`src/axis_origin_pkg.sv`:
```
/*
  Shared constants and types for the per-axis origin search block.
  Assumes a 32-bit classic Wishbone bus with byte addresses and one servo clock.
*/
`default_nettype none
package axis_origin_pkg;
  localparam int NAXES = 4;
  localparam int AXW   = 2;
  localparam int POSW  = 32;
  localparam int SPDW  = 16;
  localparam int NIN   = 8;
  localparam int INSW  = 3;
  localparam int STW   = 16;
  localparam int ADR_W = 8;
  localparam int DW    = 32;
  localparam int SELW  = 4;
  // Status word bit positions
  localparam int ST_FE_WARN  = 1;
  localparam int ST_COMM_ERR = 2;
  localparam int ST_DRV_ERR  = 3;
  localparam int ST_FOLLOWING_ERROR_LIMIT = 8;
  localparam int ST_CANCEL   = 11;
  // Address regions (adr[7:5]) and words within the general region (adr[4:2])
  localparam logic [2:0] RGN_GEN   = 3'h0;
  localparam logic [2:0] RGN_STAT  = 3'h1;
  localparam logic [2:0] RGN_DEM   = 3'h2;
  localparam logic [2:0] RGN_MEAS  = 3'h3;
  localparam logic [2:0] RGN_CREEP = 3'h4;
  localparam logic [2:0] RGN_SPEED = 3'h5;
  localparam logic [2:0] RGN_OSEL  = 3'h6;
  localparam logic [2:0] GEN_CMD   = 3'h0;
  localparam logic [2:0] GEN_BASE  = 3'h1;
  localparam logic [2:0] GEN_IRQ_ST  = 3'h2;
  localparam logic [2:0] GEN_IRQ_MSK = 3'h3;
  localparam logic [2:0] GEN_PINS  = 3'h4;
  localparam int BUSY_BIT  = 31;
  localparam int STATE_LSB = 16;
  // Search sequences
  localparam logic [2:0] SEQ_ALIGN   = 3'h0;
  localparam logic [2:0] SEQ_Z_FWD   = 3'h1;
  localparam logic [2:0] SEQ_Z_REV   = 3'h2;
  localparam logic [2:0] SEQ_SW_FWD  = 3'h3;
  localparam logic [2:0] SEQ_SW_REV  = 3'h4;
  localparam logic [2:0] SEQ_SWZ_FWD = 3'h5;
  localparam logic [2:0] SEQ_SWZ_REV = 3'h6;
  localparam logic [2:0] SEQ_MAX     = 3'h6;
  // Interrupt status bits
  localparam int IRQ_DONE  = 0;
  localparam int IRQ_ALIGN = 1;
  localparam int IRQ_REJ   = 2;
  localparam int NIRQ      = 3;
  // Reset values
  localparam logic [SPDW-1:0] RST_CREEP = 16'h0010;
  localparam logic [SPDW-1:0] RST_SPEED = 16'h0100;
  localparam logic [INSW-1:0] RST_OSEL  = 3'h0;

  typedef struct packed {
    logic [AXW-1:0] axis;
    logic           temp;
    logic [2:0]     seq;
  } cmd_t;
  localparam int CMD_W = $bits(cmd_t);

  typedef struct packed {
    logic cancel;
    logic following_error_limit;
    logic drv_err;
    logic comm_err;
    logic fe_warn;
  } err_t;

  typedef struct packed {
    logic rev_lim;
    logic fwd_lim;
    logic fwd_jog;
    logic rev_jog;
    logic hold;
  } ctl_pins_t;
  localparam int NCP = $bits(ctl_pins_t);
endpackage : axis_origin_pkg
`default_nettype wire

```
`src/axis_origin_search.sv`:
```
/*
  Origin search and error clear for a group of servo axes, with a Wishbone
  register slave and one level interrupt.
  Assumes encoder positions and error causes come from logic on clk_i, and
  that switch, index and control pins are asynchronous.
*/
// The register offsets and register access over Wishbone were chosen for this implementation.
`timescale 1ns/10ps
`default_nettype none
// Notes on behaviour
// - Six searches home axis, clear status
// - Creep speed register gives slow speed
// - Speed register gives fast speed
// - Sequences 3-6 use selected origin input
// - Base axis unless temporary axis given
// - Origin switch asserted when input low
// - Hold, jog, limit pins active low
// - Sequence 0 loads measured into demand
// - Sequence 0 clears error bits, all axes
// - Status bits 1,2,3,8,11 defined
// - Persisting cause keeps its bit set
// - Sequences 1,2 creep to index marker
// - Sequences 3,4 fast to switch, creep off
// - Sequences 5,6 then creep to index
// - Finish zeroes demand, keeps following error
module axis_origin_search (
  // Clock and reset
  input  wire logic                                     clk_i,
  input  wire logic                                     rst_i,
  // Wishbone slave
  input  wire logic                                     wb_cyc_i,
  input  wire logic                                     wb_stb_i,
  input  wire logic                                     wb_we_i,
  input  wire logic [axis_origin_pkg::ADR_W-1:0]        wb_adr_i,
  input  wire logic [axis_origin_pkg::SELW-1:0]         wb_sel_i,
  input  wire logic [axis_origin_pkg::DW-1:0]           wb_dat_i,
  output logic      [axis_origin_pkg::DW-1:0]           wb_dat_o,
  output logic                                          wb_ack_o,
  // Pins
  input  wire logic [axis_origin_pkg::NIN-1:0]          gen_in_i,
  input  wire logic [axis_origin_pkg::NAXES-1:0]        index_i,
  input  wire axis_origin_pkg::ctl_pins_t               ctl_pins_i,
  // Axis feedback and causes
  input  wire logic [axis_origin_pkg::NAXES-1:0][axis_origin_pkg::POSW-1:0] enc_pos_i,
  input  wire axis_origin_pkg::err_t [axis_origin_pkg::NAXES-1:0] err_cond_i,
  // Motion and status
  output axis_origin_pkg::ctl_pins_t                    ctl_active_o,
  output logic [axis_origin_pkg::NAXES-1:0][axis_origin_pkg::POSW-1:0] dem_pos_o,
  output logic signed [axis_origin_pkg::POSW-1:0]       vel_o,
  output logic [axis_origin_pkg::AXW-1:0]               vel_axis_o,
  output logic                                          busy_o,
  output logic                                          irq_o
);
  import axis_origin_pkg::*;

  typedef enum logic [2:0] {S_IDLE, S_FAST, S_BACK, S_ZSEEK, S_ZERO} state_t;

  function automatic logic [DW-1:0] merge(input logic [DW-1:0] old_v,
                                          input logic [DW-1:0] new_v,
                                          input logic [SELW-1:0] sel);
    logic [DW-1:0] r;
    r = old_v;
    for (int i = 0; i < SELW; i++)
      if (sel[i])
        r[i*8 +: 8] = new_v[i*8 +: 8];
    return r;
  endfunction : merge

  function automatic logic signed [POSW-1:0] ext(input logic [SPDW-1:0] m);
    return signed'({{(POSW-SPDW){1'b0}}, m});
  endfunction : ext

  state_t                 state_q;
  logic [AXW-1:0]         base_q;
  logic [AXW-1:0]         ax_q;
  logic                   fwd_q;
  logic [2:0]             seq_q;
  logic [SPDW-1:0]        creep_q [NAXES];
  logic [SPDW-1:0]        speed_q [NAXES];
  logic [INSW-1:0]        osel_q  [NAXES];
  logic signed [POSW-1:0] dem_q   [NAXES];
  logic signed [POSW-1:0] ofs_q   [NAXES];
  logic signed [POSW-1:0] meas    [NAXES];
  logic [NIRQ-1:0]        irq_st_q;
  logic [NIRQ-1:0]        irq_msk_q;
  logic [NIRQ-1:0]        irq_ev;
  logic                   ack_q;
  logic [DW-1:0]          dat_q;
  logic [DW-1:0]          rd_d;
  logic signed [POSW-1:0] vel_q;
  logic signed [POSW-1:0] vel_d;
  logic [SPDW-1:0]        mag_d;
  ctl_pins_t              ctl_act_q;
  logic [NIN-1:0]         in_s;
  logic [NAXES-1:0]       idx_s;
  logic [NAXES-1:0]       idx_prev_q;
  logic [NCP-1:0]         ctl_s;
  logic [STW-1:0]         stat_w  [NAXES];
  logic [NAXES-1:0]       clr_ax;

  // Pin synchronisers; active-low pins reset to idle high so that neither a
  // switch hit nor a pin assertion shows up for two cycles after reset
  pin_sync #(.W(NIN), .RST_VAL({NIN{1'b1}})) u_in_sync (
    .clk_i (clk_i),
    .rst_i (rst_i),
    .d_i   (gen_in_i),
    .q_o   (in_s)
  );

  pin_sync #(.W(NAXES), .RST_VAL({NAXES{1'b0}})) u_idx_sync (
    .clk_i (clk_i),
    .rst_i (rst_i),
    .d_i   (index_i),
    .q_o   (idx_s)
  );

  pin_sync #(.W(NCP), .RST_VAL({NCP{1'b1}})) u_ctl_sync (
    .clk_i (clk_i),
    .rst_i (rst_i),
    .d_i   (ctl_pins_i),
    .q_o   (ctl_s)
  );

  // Bus decode
  logic       req;
  logic       wr;
  logic [2:0] rgn;
  logic [2:0] idx;
  logic       ax_ok;
  logic [AXW-1:0] idx_ax;
  cmd_t       cmd;
  logic       cmd_go;
  logic       accept;
  logic       reject;
  logic       align;
  logic [AXW-1:0] sel_ax;
  logic       org_act;
  logic       idx_rise;

  assign req    = wb_cyc_i & wb_stb_i & ~ack_q;
  assign wr     = req & wb_we_i;
  assign rgn    = wb_adr_i[7:5];
  assign idx    = wb_adr_i[4:2];
  assign idx_ax = idx[AXW-1:0];
  assign ax_ok  = 32'(idx) < NAXES;
  assign cmd    = cmd_t'(wb_dat_i[CMD_W-1:0]);
  assign cmd_go = wr & (rgn == RGN_GEN) & (idx == GEN_CMD) & wb_sel_i[0];
  assign accept = cmd_go & (cmd.seq <= SEQ_MAX) & (state_q == S_IDLE);
  assign reject = cmd_go & ~accept;
  assign sel_ax = cmd.temp ? cmd.axis : base_q;
  assign align  = accept & (cmd.seq == SEQ_ALIGN);

  // Switch reads off when asserted; fail-safe against a broken wire
  assign org_act  = ~in_s[osel_q[ax_q]];
  assign idx_rise = idx_s[ax_q] & ~idx_prev_q[ax_q];

  always_comb
  begin
    for (int a = 0; a < NAXES; a++)
      meas[a] = signed'(enc_pos_i[a]) + ofs_q[a];
  end

  // Speed selection
  always_comb
  begin
    mag_d = '0;
    unique case (state_q)
      S_FAST:          mag_d = speed_q[ax_q];
      S_BACK, S_ZSEEK: mag_d = creep_q[ax_q];
      S_IDLE, S_ZERO:  mag_d = '0;
    endcase
    if (ctl_act_q.hold)
      mag_d = '0;
    vel_d = fwd_q ? ext(mag_d) : -ext(mag_d);
  end

  // Sequence state machine
  always_ff @(posedge clk_i)
  begin
    if (rst_i)
    begin
      state_q <= S_IDLE;
      ax_q    <= '0;
      fwd_q   <= 1'b1;
      seq_q   <= SEQ_ALIGN;
    end
    else
    begin
      unique case (state_q)
        S_IDLE:
          if (accept)
          begin
            ax_q  <= sel_ax;
            seq_q <= cmd.seq;
            fwd_q <= (cmd.seq == SEQ_Z_FWD) | (cmd.seq == SEQ_SW_FWD)
                     | (cmd.seq == SEQ_SWZ_FWD);
            if (cmd.seq == SEQ_Z_FWD || cmd.seq == SEQ_Z_REV)
              state_q <= S_ZSEEK;
            else if (cmd.seq != SEQ_ALIGN)
              state_q <= S_FAST;
          end
        S_FAST:
          if (org_act)
          begin
            fwd_q   <= ~fwd_q;
            state_q <= S_BACK;
          end
        S_BACK:
          if (!org_act)
            state_q <= (seq_q == SEQ_SWZ_FWD || seq_q == SEQ_SWZ_REV)
                       ? S_ZSEEK : S_ZERO;
        S_ZSEEK:
          if (idx_rise)
            state_q <= S_ZERO;
        S_ZERO:
          state_q <= S_IDLE;
        default:
          state_q <= S_IDLE;
      endcase
    end
  end

  // Demand position and measured offset per axis
  always_ff @(posedge clk_i)
  begin
    if (rst_i)
    begin
      for (int a = 0; a < NAXES; a++)
      begin
        dem_q[a] <= '0;
        ofs_q[a] <= '0;
      end
    end
    else
    begin
      for (int a = 0; a < NAXES; a++)
      begin
        if (align && sel_ax == AXW'(a))
          dem_q[a] <= meas[a];
        else if (state_q == S_ZERO && ax_q == AXW'(a))
        begin
          dem_q[a] <= '0;
          ofs_q[a] <= ofs_q[a] - dem_q[a];
        end
        else if (ax_q == AXW'(a))
          dem_q[a] <= dem_q[a] + vel_d;
      end
    end
  end

  always_ff @(posedge clk_i)
  begin
    if (rst_i)
    begin
      vel_q      <= '0;
      idx_prev_q <= '0;
      ctl_act_q  <= '0;
    end
    else
    begin
      vel_q      <= vel_d;
      idx_prev_q <= idx_s;
      ctl_act_q  <= ctl_pins_t'(~ctl_s);
    end
  end

  // Status words: sequence 0 clears every axis, a finished search its own
  generate
    for (genvar a = 0; a < NAXES; a++)
    begin : g_stat
      assign clr_ax[a] = align | (state_q == S_ZERO && ax_q == AXW'(a));
      axis_status_word u_stat (
        .clk_i  (clk_i),
        .rst_i  (rst_i),
        .cond_i (err_cond_i[a]),
        .clr_i  (clr_ax[a]),
        .word_o (stat_w[a])
      );
      assign dem_pos_o[a] = dem_q[a];
    end
  endgenerate

  // Software-written registers
  always_ff @(posedge clk_i)
  begin
    if (rst_i)
    begin
      base_q    <= '0;
      irq_msk_q <= '0;
      for (int a = 0; a < NAXES; a++)
      begin
        creep_q[a] <= RST_CREEP;
        speed_q[a] <= RST_SPEED;
        osel_q[a]  <= RST_OSEL;
      end
    end
    else if (wr)
    begin
      if (rgn == RGN_GEN && idx == GEN_BASE)
        base_q <= AXW'(merge(DW'(base_q), wb_dat_i, wb_sel_i));
      if (rgn == RGN_GEN && idx == GEN_IRQ_MSK)
        irq_msk_q <= NIRQ'(merge(DW'(irq_msk_q), wb_dat_i, wb_sel_i));
      if (rgn == RGN_CREEP && ax_ok)
        creep_q[idx_ax] <= SPDW'(merge(DW'(creep_q[idx_ax]), wb_dat_i, wb_sel_i));
      if (rgn == RGN_SPEED && ax_ok)
        speed_q[idx_ax] <= SPDW'(merge(DW'(speed_q[idx_ax]), wb_dat_i, wb_sel_i));
      if (rgn == RGN_OSEL && ax_ok)
        osel_q[idx_ax] <= INSW'(merge(DW'(osel_q[idx_ax]), wb_dat_i, wb_sel_i));
    end
  end

  // Interrupt status: write one to clear, a new event wins over the clear
  logic [NIRQ-1:0] w1c;
  assign irq_ev[IRQ_DONE]  = (state_q == S_ZERO);
  assign irq_ev[IRQ_ALIGN] = align;
  assign irq_ev[IRQ_REJ]   = reject;
  assign w1c = (wr && rgn == RGN_GEN && idx == GEN_IRQ_ST && wb_sel_i[0])
               ? wb_dat_i[NIRQ-1:0] : '0;

  always_ff @(posedge clk_i)
  begin
    if (rst_i)
      irq_st_q <= '0;
    else
      irq_st_q <= (irq_st_q & ~w1c) | irq_ev;
  end

  // Read data
  always_comb
  begin
    rd_d = '0;
    case (rgn)
      RGN_GEN:
        case (idx)
          GEN_CMD:
          begin
            rd_d[CMD_W-1:0] = {ax_q, 1'b0, seq_q};
            rd_d[STATE_LSB +: 3] = state_q;
            rd_d[BUSY_BIT] = (state_q != S_IDLE);
          end
          GEN_BASE:    rd_d[AXW-1:0] = base_q;
          GEN_IRQ_ST:  rd_d[NIRQ-1:0] = irq_st_q;
          GEN_IRQ_MSK: rd_d[NIRQ-1:0] = irq_msk_q;
          GEN_PINS:    rd_d[NCP-1:0] = ctl_act_q;
          default:     rd_d = '0;
        endcase
      RGN_STAT:  if (ax_ok) rd_d[STW-1:0] = stat_w[idx_ax];
      RGN_DEM:   if (ax_ok) rd_d = dem_q[idx_ax];
      RGN_MEAS:  if (ax_ok) rd_d = meas[idx_ax];
      RGN_CREEP: if (ax_ok) rd_d[SPDW-1:0] = creep_q[idx_ax];
      RGN_SPEED: if (ax_ok) rd_d[SPDW-1:0] = speed_q[idx_ax];
      RGN_OSEL:  if (ax_ok) rd_d[INSW-1:0] = osel_q[idx_ax];
      default:   rd_d = '0;
    endcase
  end

  // Every access, mapped or not, is acknowledged one cycle after the strobe
  always_ff @(posedge clk_i)
  begin
    if (rst_i)
    begin
      ack_q <= 1'b0;
      dat_q <= '0;
    end
    else
    begin
      ack_q <= req;
      if (req && !wb_we_i)
        dat_q <= rd_d;
    end
  end

  assign wb_ack_o     = ack_q;
  assign wb_dat_o     = dat_q;
  assign ctl_active_o = ctl_act_q;
  assign vel_o        = vel_q;
  assign vel_axis_o   = ax_q;
  assign busy_o       = (state_q != S_IDLE);
  assign irq_o        = |(irq_st_q & irq_msk_q);

  // Checks
  logic signed [POSW-1:0] dem_cur;
  logic signed [POSW-1:0] ofs_cur;
  logic signed [POSW-1:0] meas_sel;
  logic [SPDW-1:0]        creep_cur;
  logic [SPDW-1:0]        speed_cur;
  logic                   err_left;
  assign dem_cur   = dem_q[ax_q];
  assign ofs_cur   = ofs_q[ax_q];
  assign meas_sel  = meas[sel_ax];
  assign creep_cur = creep_q[ax_q];
  assign speed_cur = speed_q[ax_q];
  always_comb
  begin
    err_left = 1'b0;
    for (int a = 0; a < NAXES; a++)
      err_left = err_left | stat_w[a][ST_FE_WARN] | stat_w[a][ST_COMM_ERR]
                 | stat_w[a][ST_DRV_ERR] | stat_w[a][ST_FOLLOWING_ERROR_LIMIT] | stat_w[a][ST_CANCEL];
  end
endmodule : axis_origin_search
`default_nettype wire

```
`src/axis_status_word.sv`:
```
/*
  Status word of one axis: sticky error bits set by drive and loop causes.
  Assumes the causes are levels from logic on the same clock.
*/
`timescale 1ns/10ps
`default_nettype none
module axis_status_word (
  // Clock and reset
  input  wire logic                       clk_i,
  input  wire logic                       rst_i,
  // Causes and clear
  input  wire axis_origin_pkg::err_t      cond_i,
  input  wire logic                       clr_i,
  // Status word
  output logic [axis_origin_pkg::STW-1:0] word_o
);
  import axis_origin_pkg::*;

  logic [STW-1:0] cond_w;
  logic [STW-1:0] word_q;

  always_comb
  begin
    cond_w              = '0;
    cond_w[ST_FE_WARN]  = cond_i.fe_warn;
    cond_w[ST_COMM_ERR] = cond_i.comm_err;
    cond_w[ST_DRV_ERR]  = cond_i.drv_err;
    cond_w[ST_FOLLOWING_ERROR_LIMIT] = cond_i.following_error_limit;
    cond_w[ST_CANCEL]   = cond_i.cancel;
  end

  // A cause still present keeps its bit through a clear
  always_ff @(posedge clk_i)
  begin
    if (rst_i)
      word_q <= '0;
    else if (clr_i)
      word_q <= cond_w;
    else
      word_q <= word_q | cond_w;
  end

  assign word_o = word_q;
endmodule : axis_status_word
`default_nettype wire

```
`src/pin_sync.sv`:
```
/*
  Two-stage synchroniser for a group of pin inputs.
  Assumes the pins are asynchronous levels; only the second stage is read.
  Reset loads the idle level of the pins, so no false event follows reset.
*/
`timescale 1ns/10ps
`default_nettype none
module pin_sync #(
  parameter int           W       = 1,
  parameter logic [W-1:0] RST_VAL = '0
) (
  // Clock and reset
  input  wire logic         clk_i,
  input  wire logic         rst_i,
  // Pins in, synchronised out
  input  wire logic [W-1:0] d_i,
  output logic      [W-1:0] q_o
);
  logic [W-1:0] meta_q;
  logic [W-1:0] sync_q;

  always_ff @(posedge clk_i)
  begin
    if (rst_i)
    begin
      meta_q <= RST_VAL;
      sync_q <= RST_VAL;
    end
    else
    begin
      meta_q <= d_i;
      sync_q <= meta_q;
    end
  end

  assign q_o = sync_q;
endmodule : pin_sync
`default_nettype wire
```
`config.mk`:
```
export PLATFORM = sky130hd
export DESIGN_NAME = axis_origin_search
export DESIGN_NICKNAME = d
export VERILOG_FILES = /design/src/axis_origin_pkg.sv /design/src/axis_origin_search.sv /design/src/axis_status_word.sv /design/src/pin_sync.sv
export SDC_FILE = /design/constraint.sdc
export NUM_CORES = 2
export LEC_CHECK = 0
export BUFFER_PORTS_ARGS = -buffer_cell sky130_fd_sc_hd__buf_2
export CAP_MARGIN = 20
export CORE_ASPECT_RATIO = 0.8
export CORE_MARGIN = 2
export CORE_UTILIZATION = 30
export CTS_BUF_LIST = sky130_fd_sc_hd__clkbuf_16
export DETAILED_ROUTE_END_ITERATION = 10
export GPL_TIMING_DRIVEN = 0
export HOLD_SLACK_MARGIN = 0.1
export SYNTH_ARGS = -nofsm -noshare
export SYNTH_HDL_FRONTEND = slang
export SYNTH_SLANG_ARGS = --single-unit
```
`constraint.sdc`:
```
create_clock -name clk_i -period 12.86 [get_ports clk_i]
set_input_delay 1.929 -clock clk_i [delete_from_list [all_inputs] [get_ports clk_i]]
set_output_delay 1.929 -clock clk_i [all_outputs]
set_load 0.01 [all_outputs]
```
# ---- Word-level counts from Yosys, hierarchy flattened
# Memory sizes are Yosys's and may differ from the RTL's. A register that Yosys moved wholly into a read port is not among the register bits.
# Cells that the tools add are included.
dict set report totals {
  regBits 189
  ramBits 396
  elab_cells 335
  memories 5
}
dict set report classes {
  n_addsub 13
  order_cmp 5
  n_eq_ne 31
  muxes 160
  bitwise 47
  n_reduce_logical 44
}
# memory depth width rd rd_clocked_by_memory_dff wr line_no
set mem_list {}
lappend mem_list {dem_q 4 32 5 0 4 axis_origin_search.sv:81} ;# logic signed [POSW-1:0] dem_q [NAXES];
lappend mem_list {ofs_q 4 32 4 0 4 axis_origin_search.sv:82} ;# logic signed [POSW-1:0] ofs_q [NAXES];
lappend mem_list {creep_q 4 16 2 1 4 axis_origin_search.sv:78} ;# logic [SPDW-1:0] creep_q [NAXES];
lappend mem_list {speed_q 4 16 2 1 4 axis_origin_search.sv:79} ;# logic [SPDW-1:0] speed_q [NAXES];
lappend mem_list {osel_q 4 3 2 1 4 axis_origin_search.sv:80} ;# logic [INSW-1:0] osel_q [NAXES];
# op count
set op_table {}
lappend op_table {{two-way mux 32 bit} 21}
lappend op_table {{adder 32 bit} 8}
lappend op_table {{two-way mux 16 bit} 8}
lappend op_table {{two-way mux 8 bit} 16}
lappend op_table {{subtractor 32 bit} 4}
lappend op_table {{one-hot mux 16 bit (3 select lines)} 2}
lappend op_table {{one-hot mux 13 bit (6 select lines)} 1}
lappend op_table {{two-way mux 1 bit} 72}
lappend op_table {{binary-select mux 32 bit (select 2 bit)} 1}
lappend op_table {{bitwise OR 16 x 12 -> 16 bit} 4}
lappend op_table {{two-way mux 12 bit} 4}
lappend op_table {{two-way mux 3 bit} 15}
lappend op_table {{binary-select mux 16 bit (select 2 bit)} 1}
lappend op_table {{negator 16 -> 32 bit} 1}
lappend op_table {{OR reduction 16 bit} 2}
lappend op_table {{== test 3 x 2 -> 1 bit, second input constant} 8}
lappend op_table {{== test 3 bit, second input constant} 8}
lappend op_table {{bitwise OR 1 bit} 22}
lappend op_table {{one-hot mux 3 bit (7 select lines)} 1}
lappend op_table {{two-way mux 2 bit} 10}
lappend op_table {{logical AND 1 bit} 17}
lappend op_table {{== test 3 x 1 -> 1 bit, second input constant} 4}
lappend op_table {{zero test 3 bit} 4}
lappend op_table {{one-hot mux 3 bit (4 select lines)} 1}
lappend op_table {{other kinds (32)} 65}

# ---- Logic depth before layout (Yosys ltp)
dict set report depth {
  depth_word 16
  mapped_depth 27
  ltp_nobuf 23
}

# ---- Hierarchy
# A second synthesis with hierarchy kept.
dict set report hier_totals {
  hier_cells 4700
  area_unflattened_um2 43963.4
}
# mod instances cells_each area_each_um2 seq_area_each_um2
set modules_own_cells {}
lappend modules_own_cells {axis_origin_search 1 4503 42012.8 13733.2}
lappend modules_own_cells {axis_status_word 4 32 261.5 100.1}
lappend modules_own_cells {{pin_sync at u_in_sync} 1 33 431.7 320.3}
lappend modules_own_cells {{pin_sync at u_ctl_sync} 1 20 262.8 200.2}
lappend modules_own_cells {{pin_sync at u_idx_sync} 1 16 210.2 160.2}

# ---- Least setup slack after synthesis
# OpenSTA, ideal clock, no wires.
dict set report synth_timing {
  path_type {reg2reg}
  startpoint {reg (tool-made name)}
  endpoint {mem dem_q[3][30] (data pin)}
  t_arrival_ps 5506
  required_time_ps 12592
  path_slack_ps 7086
  path_stages_with_launch 27
  path_cell_list {dfxtp_1 > buf_6 > mux4_1 > nor3_1 > or3_1 > and2b_1 > or3b_1 > nor4_1 > nor2b_1 > nor2b_1 > and2_1 > buf_2 > buf_4 > ha_1 > inv_1 > mux2i_1 > ha_1 > nand3_1 > nand2_1 > a221o_1 > or4b_2 > a31oi_1 > o21ai_0 > a21oi_1 > o21ba_2 > xor2_1 > o22ai_1}
}
# element line_no
set synth_rtl {}
lappend synth_rtl {{end, declared} axis_origin_search.sv:81}

==> flow_summary.yaml <==
worst_setup_path:
  crit_type: "register to register"
  cp_launch_point: "state_q[1]"
  register_to_register_setup_slack_ps: 4640
  cp.required_ps: 13280
  worst-r2r-cell-count: 27
  critical_path_arrival_ps: 8650
  critical_path.max_fanout: 10
  crit_path_end_kind: "register"
  worst_reg2reg_endpoint: "dem_q[3][30]"
  worstSetupStartpointType: "register"
  origin_of_the_critical_flop_to_flop_path: "state_q[1]"
  endpoint: "dem_q[3][30]"
timing:
  setup_viol: 0
  tightest_slew_ps: 1280
  final.period_utilization_pct: 63.9
  grt_setup_unrepaired: "false"
  fin_setup_tns_ps: 0
  fmaxAchievable_ghz: 0.122
  period_needed_ps: 8220
  relSlewSlack_pct: 14.9
  final-hold-violation-count: 0
  skew_ps: 52.0
  final_max_slew_viol_count: 0
  final.hold.worst_slack_ps: 382
die:
  rows: 124
  pin_count: 416
  floorplan.die.height_um: 343
  die_area_um2: 146000
  core_um2: 143000
  die_w_um: 427
  floorplan.initialDensity_pct: 30.2
placed_design:
  detailed_place_hpwl_um: 159000
  buffer_ports.inserted: 390
  gp_congestion: 1.02
  count_of_placed_standard_cells_including_taps: 6877
yosys:
  synth_edf_count: 396
  synthesis.area_per_instance_um2: 9.41
  yosys.cell_count.top_type: "sky130_fd_sc_hd__nor2_1"
  synthDominantCellAreaShare_pct: 27.7
  yosys_top_cell_by_area: "sky130_fd_sc_hd__edfxtp_1"
  dominantRegCellSynth: "sky130_fd_sc_hd__edfxtp_1"
  ys_warn_count: 0
  synth_seq_area_share_pct: 34.5
  post_synth_most_frequent_cells: "541 x sky130_fd_sc_hd__nor2_1, 396 x sky130_fd_sc_hd__edfxtp_1, 383 x sky130_fd_sc_hd__a21oi_1"
  yosys_register_bits: 542
  synth-async-reset-ratio_pct: 0
  mappedNetlistArea_um2: 43000
  synth_cell_types: 92
  synthTopCellsByArea: "sky130_fd_sc_hd__edfxtp_1 28%, sky130_fd_sc_hd__ha_1 11%, sky130_fd_sc_hd__dfxtp_1 6.8%"
  syn_nets: 5167
  synthesis.instances: 4567
detailed_routing:
  drt-vias-per-instance: 5.85
  wire_per_inst_um: 27.8
  first_pass_iters: 6
  initialDrtViolationCount: 4853
  route.antenna.remaining_nets: 0
  drc_errors: 0
  routed-via-count: 41000
  drt_wl_total_um: 195000
global_routing:
  grt_pass1_vias: 37200
  grt_residual_overflow: 0
  grt_max_degree: 33
  grt_antenna_before_repair: 10
  grt_first_pass_wirelength_um: 268000
  gr-usage-all-layers_pct: 25.7
clock_tree:
  clock_path_buffers: 3
  cts.sinks: 542
  tritoncts: "done"
  postCtsResizedCells: 0
  cts.repair_timing.setup_buffer_count: 0
  holdBufCountCts: 0
  cts-buffers-inserted: 69
  cts_htree_levels: 3
  clock_latency_ps: 700
  cts_root_buf: "sky130_fd_sc_hd__clkbuf_16"
  path_clk_slew_ps: 70
power_and_ir_drop:
  power_per_cell_area_nw_per_um2: 123
  ir_drop_v: 0.0000877
  leakage_nw: 21.2
cells_and_area:
  layout.nets: 5661
  drive_above_1_share_pct: 14.5
  multi_input_area_um2: 26700
  fill_cells: 14700
  finalNonFillerCells: 7011
  seq_area_um2: 14800
  flow.area_growth_from_synthesis_pct: 16.5
run_status:
  outcome: "finished, final reports clean"
run:
  max_cap_viol_count: 0
min_path:
  min-delay-path-class: "register to register"
==> per-stage QoR <==
stage	total power [mW]	util (%)	setup slack [ps]	area, um2
2_1_floorplan	3.27	-	7090	43000
3_3_place_gp	3.98	33.2	4460	47300
3_5_place_dp	4.02	33.5	4920	47700
4_1_cts	6.11	35.1	4910	50100
5_1_grt	6.37	35.1	4540	50100
6_report	6.18	35.1	4640	50100
==> power breakdown <==
| group | leakage, nW | internal (mW) | switching (mW) |
|---|---|---|---|
| Clock | 1.20 | 1.23 | 0.869 |
| Sequential | 5.30 | 1.96 | 0.121 |
| Combinational | 14.7 | 0.701 | 1.30 |
| Total | 21.2 | 3.89 | 2.29 |
==> sequential cells by signal, indices dropped and copies added (netlist names), 8 cells and up, named ones only <==
name	count
creep_q	64
dem_q	128
g_stat.u_stat.word_o	20
ofs_q	128
osel_q	12
speed_q	64
u_in_sync.meta_q	8
u_in_sync.q_o	8
vel_o	31
wb_dat_o	32
==> worst min-delay path by stage <==
| stage | startpoint | endpoint | slack, ps | cells after the start |
|---|---|---|---|---|
| finish | u_ctl_sync.q_o[3] | ctl_active_o[3] | 380 | 1 |
| global route | u_ctl_sync.q_o[4] | ctl_active_o[4] | 390 | 1 |
| CTS | u_ctl_sync.q_o[4] | ctl_active_o[4] | 380 | 1 |
| detailed placement | u_ctl_sync.q_o[4] | ctl_active_o[4] | 380 | 1 |
| global placement | u_ctl_sync.q_o[0] | ctl_active_o[0] | 370 | 1 |
| floorplan | u_ctl_sync.q_o[4] | ctl_active_o[4] | 360 | 1 |
==> layout make-up <==
cell class	instances	area share, %
Multi-Input combinational cell	3640	53.3
Sequential cell	542	29.6
Tap cell	1890	4.72
Timing Repair Buffer	423	4.62
Clock buffer	73	3.65
Inverter	215	1.61
Buffer	170	1.46
Clock inverter	52	1.07
Antenna cell	6	0.0300
==> layout by cell type (no fill, tap or decap), types with 14 or more instances in the layout <==
cell type | netlist | layout
sky130_fd_sc_hd__nor2_1 | 541 | 541
sky130_fd_sc_hd__buf_2 | 14 | 409
sky130_fd_sc_hd__edfxtp_1 | 396 | 396
sky130_fd_sc_hd__a21oi_1 | 383 | 383
sky130_fd_sc_hd__ha_1 | 374 | 374
sky130_fd_sc_hd__nand2_1 | 318 | 318
sky130_fd_sc_hd__inv_1 | 214 | 222
sky130_fd_sc_hd__o21ai_0 | 216 | 216
sky130_fd_sc_hd__xnor2_1 | 191 | 191
sky130_fd_sc_hd__a21o_1 | 156 | 155
sky130_fd_sc_hd__xor2_1 | 154 | 152
sky130_fd_sc_hd__dfxtp_1 | 146 | 146
sky130_fd_sc_hd__clkbuf_1 | 132 | 132
sky130_fd_sc_hd__nor3_1 | 94 | 93
sky130_fd_sc_hd__mux4_2 | 89 | 89
sky130_fd_sc_hd__a22oi_1 | 82 | 82
sky130_fd_sc_hd__nand3_1 | 79 | 79
sky130_fd_sc_hd__nor2b_1 | 76 | 76
sky130_fd_sc_hd__clkbuf_16 | 0 | 73
sky130_fd_sc_hd__a211oi_1 | 72 | 72
sky130_fd_sc_hd__o21a_1 | 57 | 57
sky130_fd_sc_hd__a31oi_1 | 50 | 50
sky130_fd_sc_hd__nand2b_1 | 48 | 48
sky130_fd_sc_hd__or2_2 | 48 | 48
sky130_fd_sc_hd__mux2i_1 | 47 | 46
sky130_fd_sc_hd__o21bai_1 | 47 | 46
sky130_fd_sc_hd__and3_1 | 40 | 40
sky130_fd_sc_hd__o211ai_1 | 38 | 38
sky130_fd_sc_hd__mux4_1 | 36 | 36
sky130_fd_sc_hd__o22ai_1 | 35 | 35
sky130_fd_sc_hd__nand4_1 | 26 | 26
sky130_fd_sc_hd__and2_1 | 24 | 24
sky130_fd_sc_hd__or3_1 | 23 | 22
sky130_fd_sc_hd__buf_4 | 4 | 19
sky130_fd_sc_hd__o31ai_1 | 19 | 19
sky130_fd_sc_hd__a31o_2 | 16 | 16
sky130_fd_sc_hd__a21boi_0 | 15 | 15
sky130_fd_sc_hd__clkinv_2 | 0 | 14
==> critical path, stage by stage, from the launching register on <==
cell	delay, ps
sky130_fd_sc_hd__dfxtp_1	510
sky130_fd_sc_hd__nor2_1	480
sky130_fd_sc_hd__or2_1	220
sky130_fd_sc_hd__clkbuf_1	420
sky130_fd_sc_hd__or3_1	220
sky130_fd_sc_hd__and2b_1	170
sky130_fd_sc_hd__or3b_1	420
sky130_fd_sc_hd__nor4_1	490
sky130_fd_sc_hd__nor2b_1	230
sky130_fd_sc_hd__nor2b_1	480
sky130_fd_sc_hd__and2_1	340
sky130_fd_sc_hd__buf_2	220
sky130_fd_sc_hd__buf_4	230
sky130_fd_sc_hd__ha_1	160
sky130_fd_sc_hd__inv_1	40
sky130_fd_sc_hd__mux2i_1	340
sky130_fd_sc_hd__buf_4	280
sky130_fd_sc_hd__ha_1	310
sky130_fd_sc_hd__nand3_1	150
sky130_fd_sc_hd__nor2_1	100
sky130_fd_sc_hd__a221o_1	320
sky130_fd_sc_hd__or4b_2	740
sky130_fd_sc_hd__a31oi_1	250
sky130_fd_sc_hd__o21ai_0	200
sky130_fd_sc_hd__a21oi_1	200
sky130_fd_sc_hd__o21ba_2	150
sky130_fd_sc_hd__xor2_1	160
sky130_fd_sc_hd__o22ai_1	100
==> routing by layer <==
layer	vias to the layer above	GRT usage, %	share of wire, %
met1	19900	35.9	42
met5	-	0.449	0.055
met3	429	5.86	12
met2	2508	36.6	41
met4	4	13.2	6.1
li1	18100	-	-
==> cells by family after synthesis <==
kind of cell	after synthesis	share of synthesized area [%]
simple gates	1380	14.8
compound gates	1351	20.6
flops	542	34.5
fa+ha+maj	386	11.4
buf+inv	385	3.57
xor+xnor	345	7.03
mux	178	8.14
(Power assumes the default switching activity.)
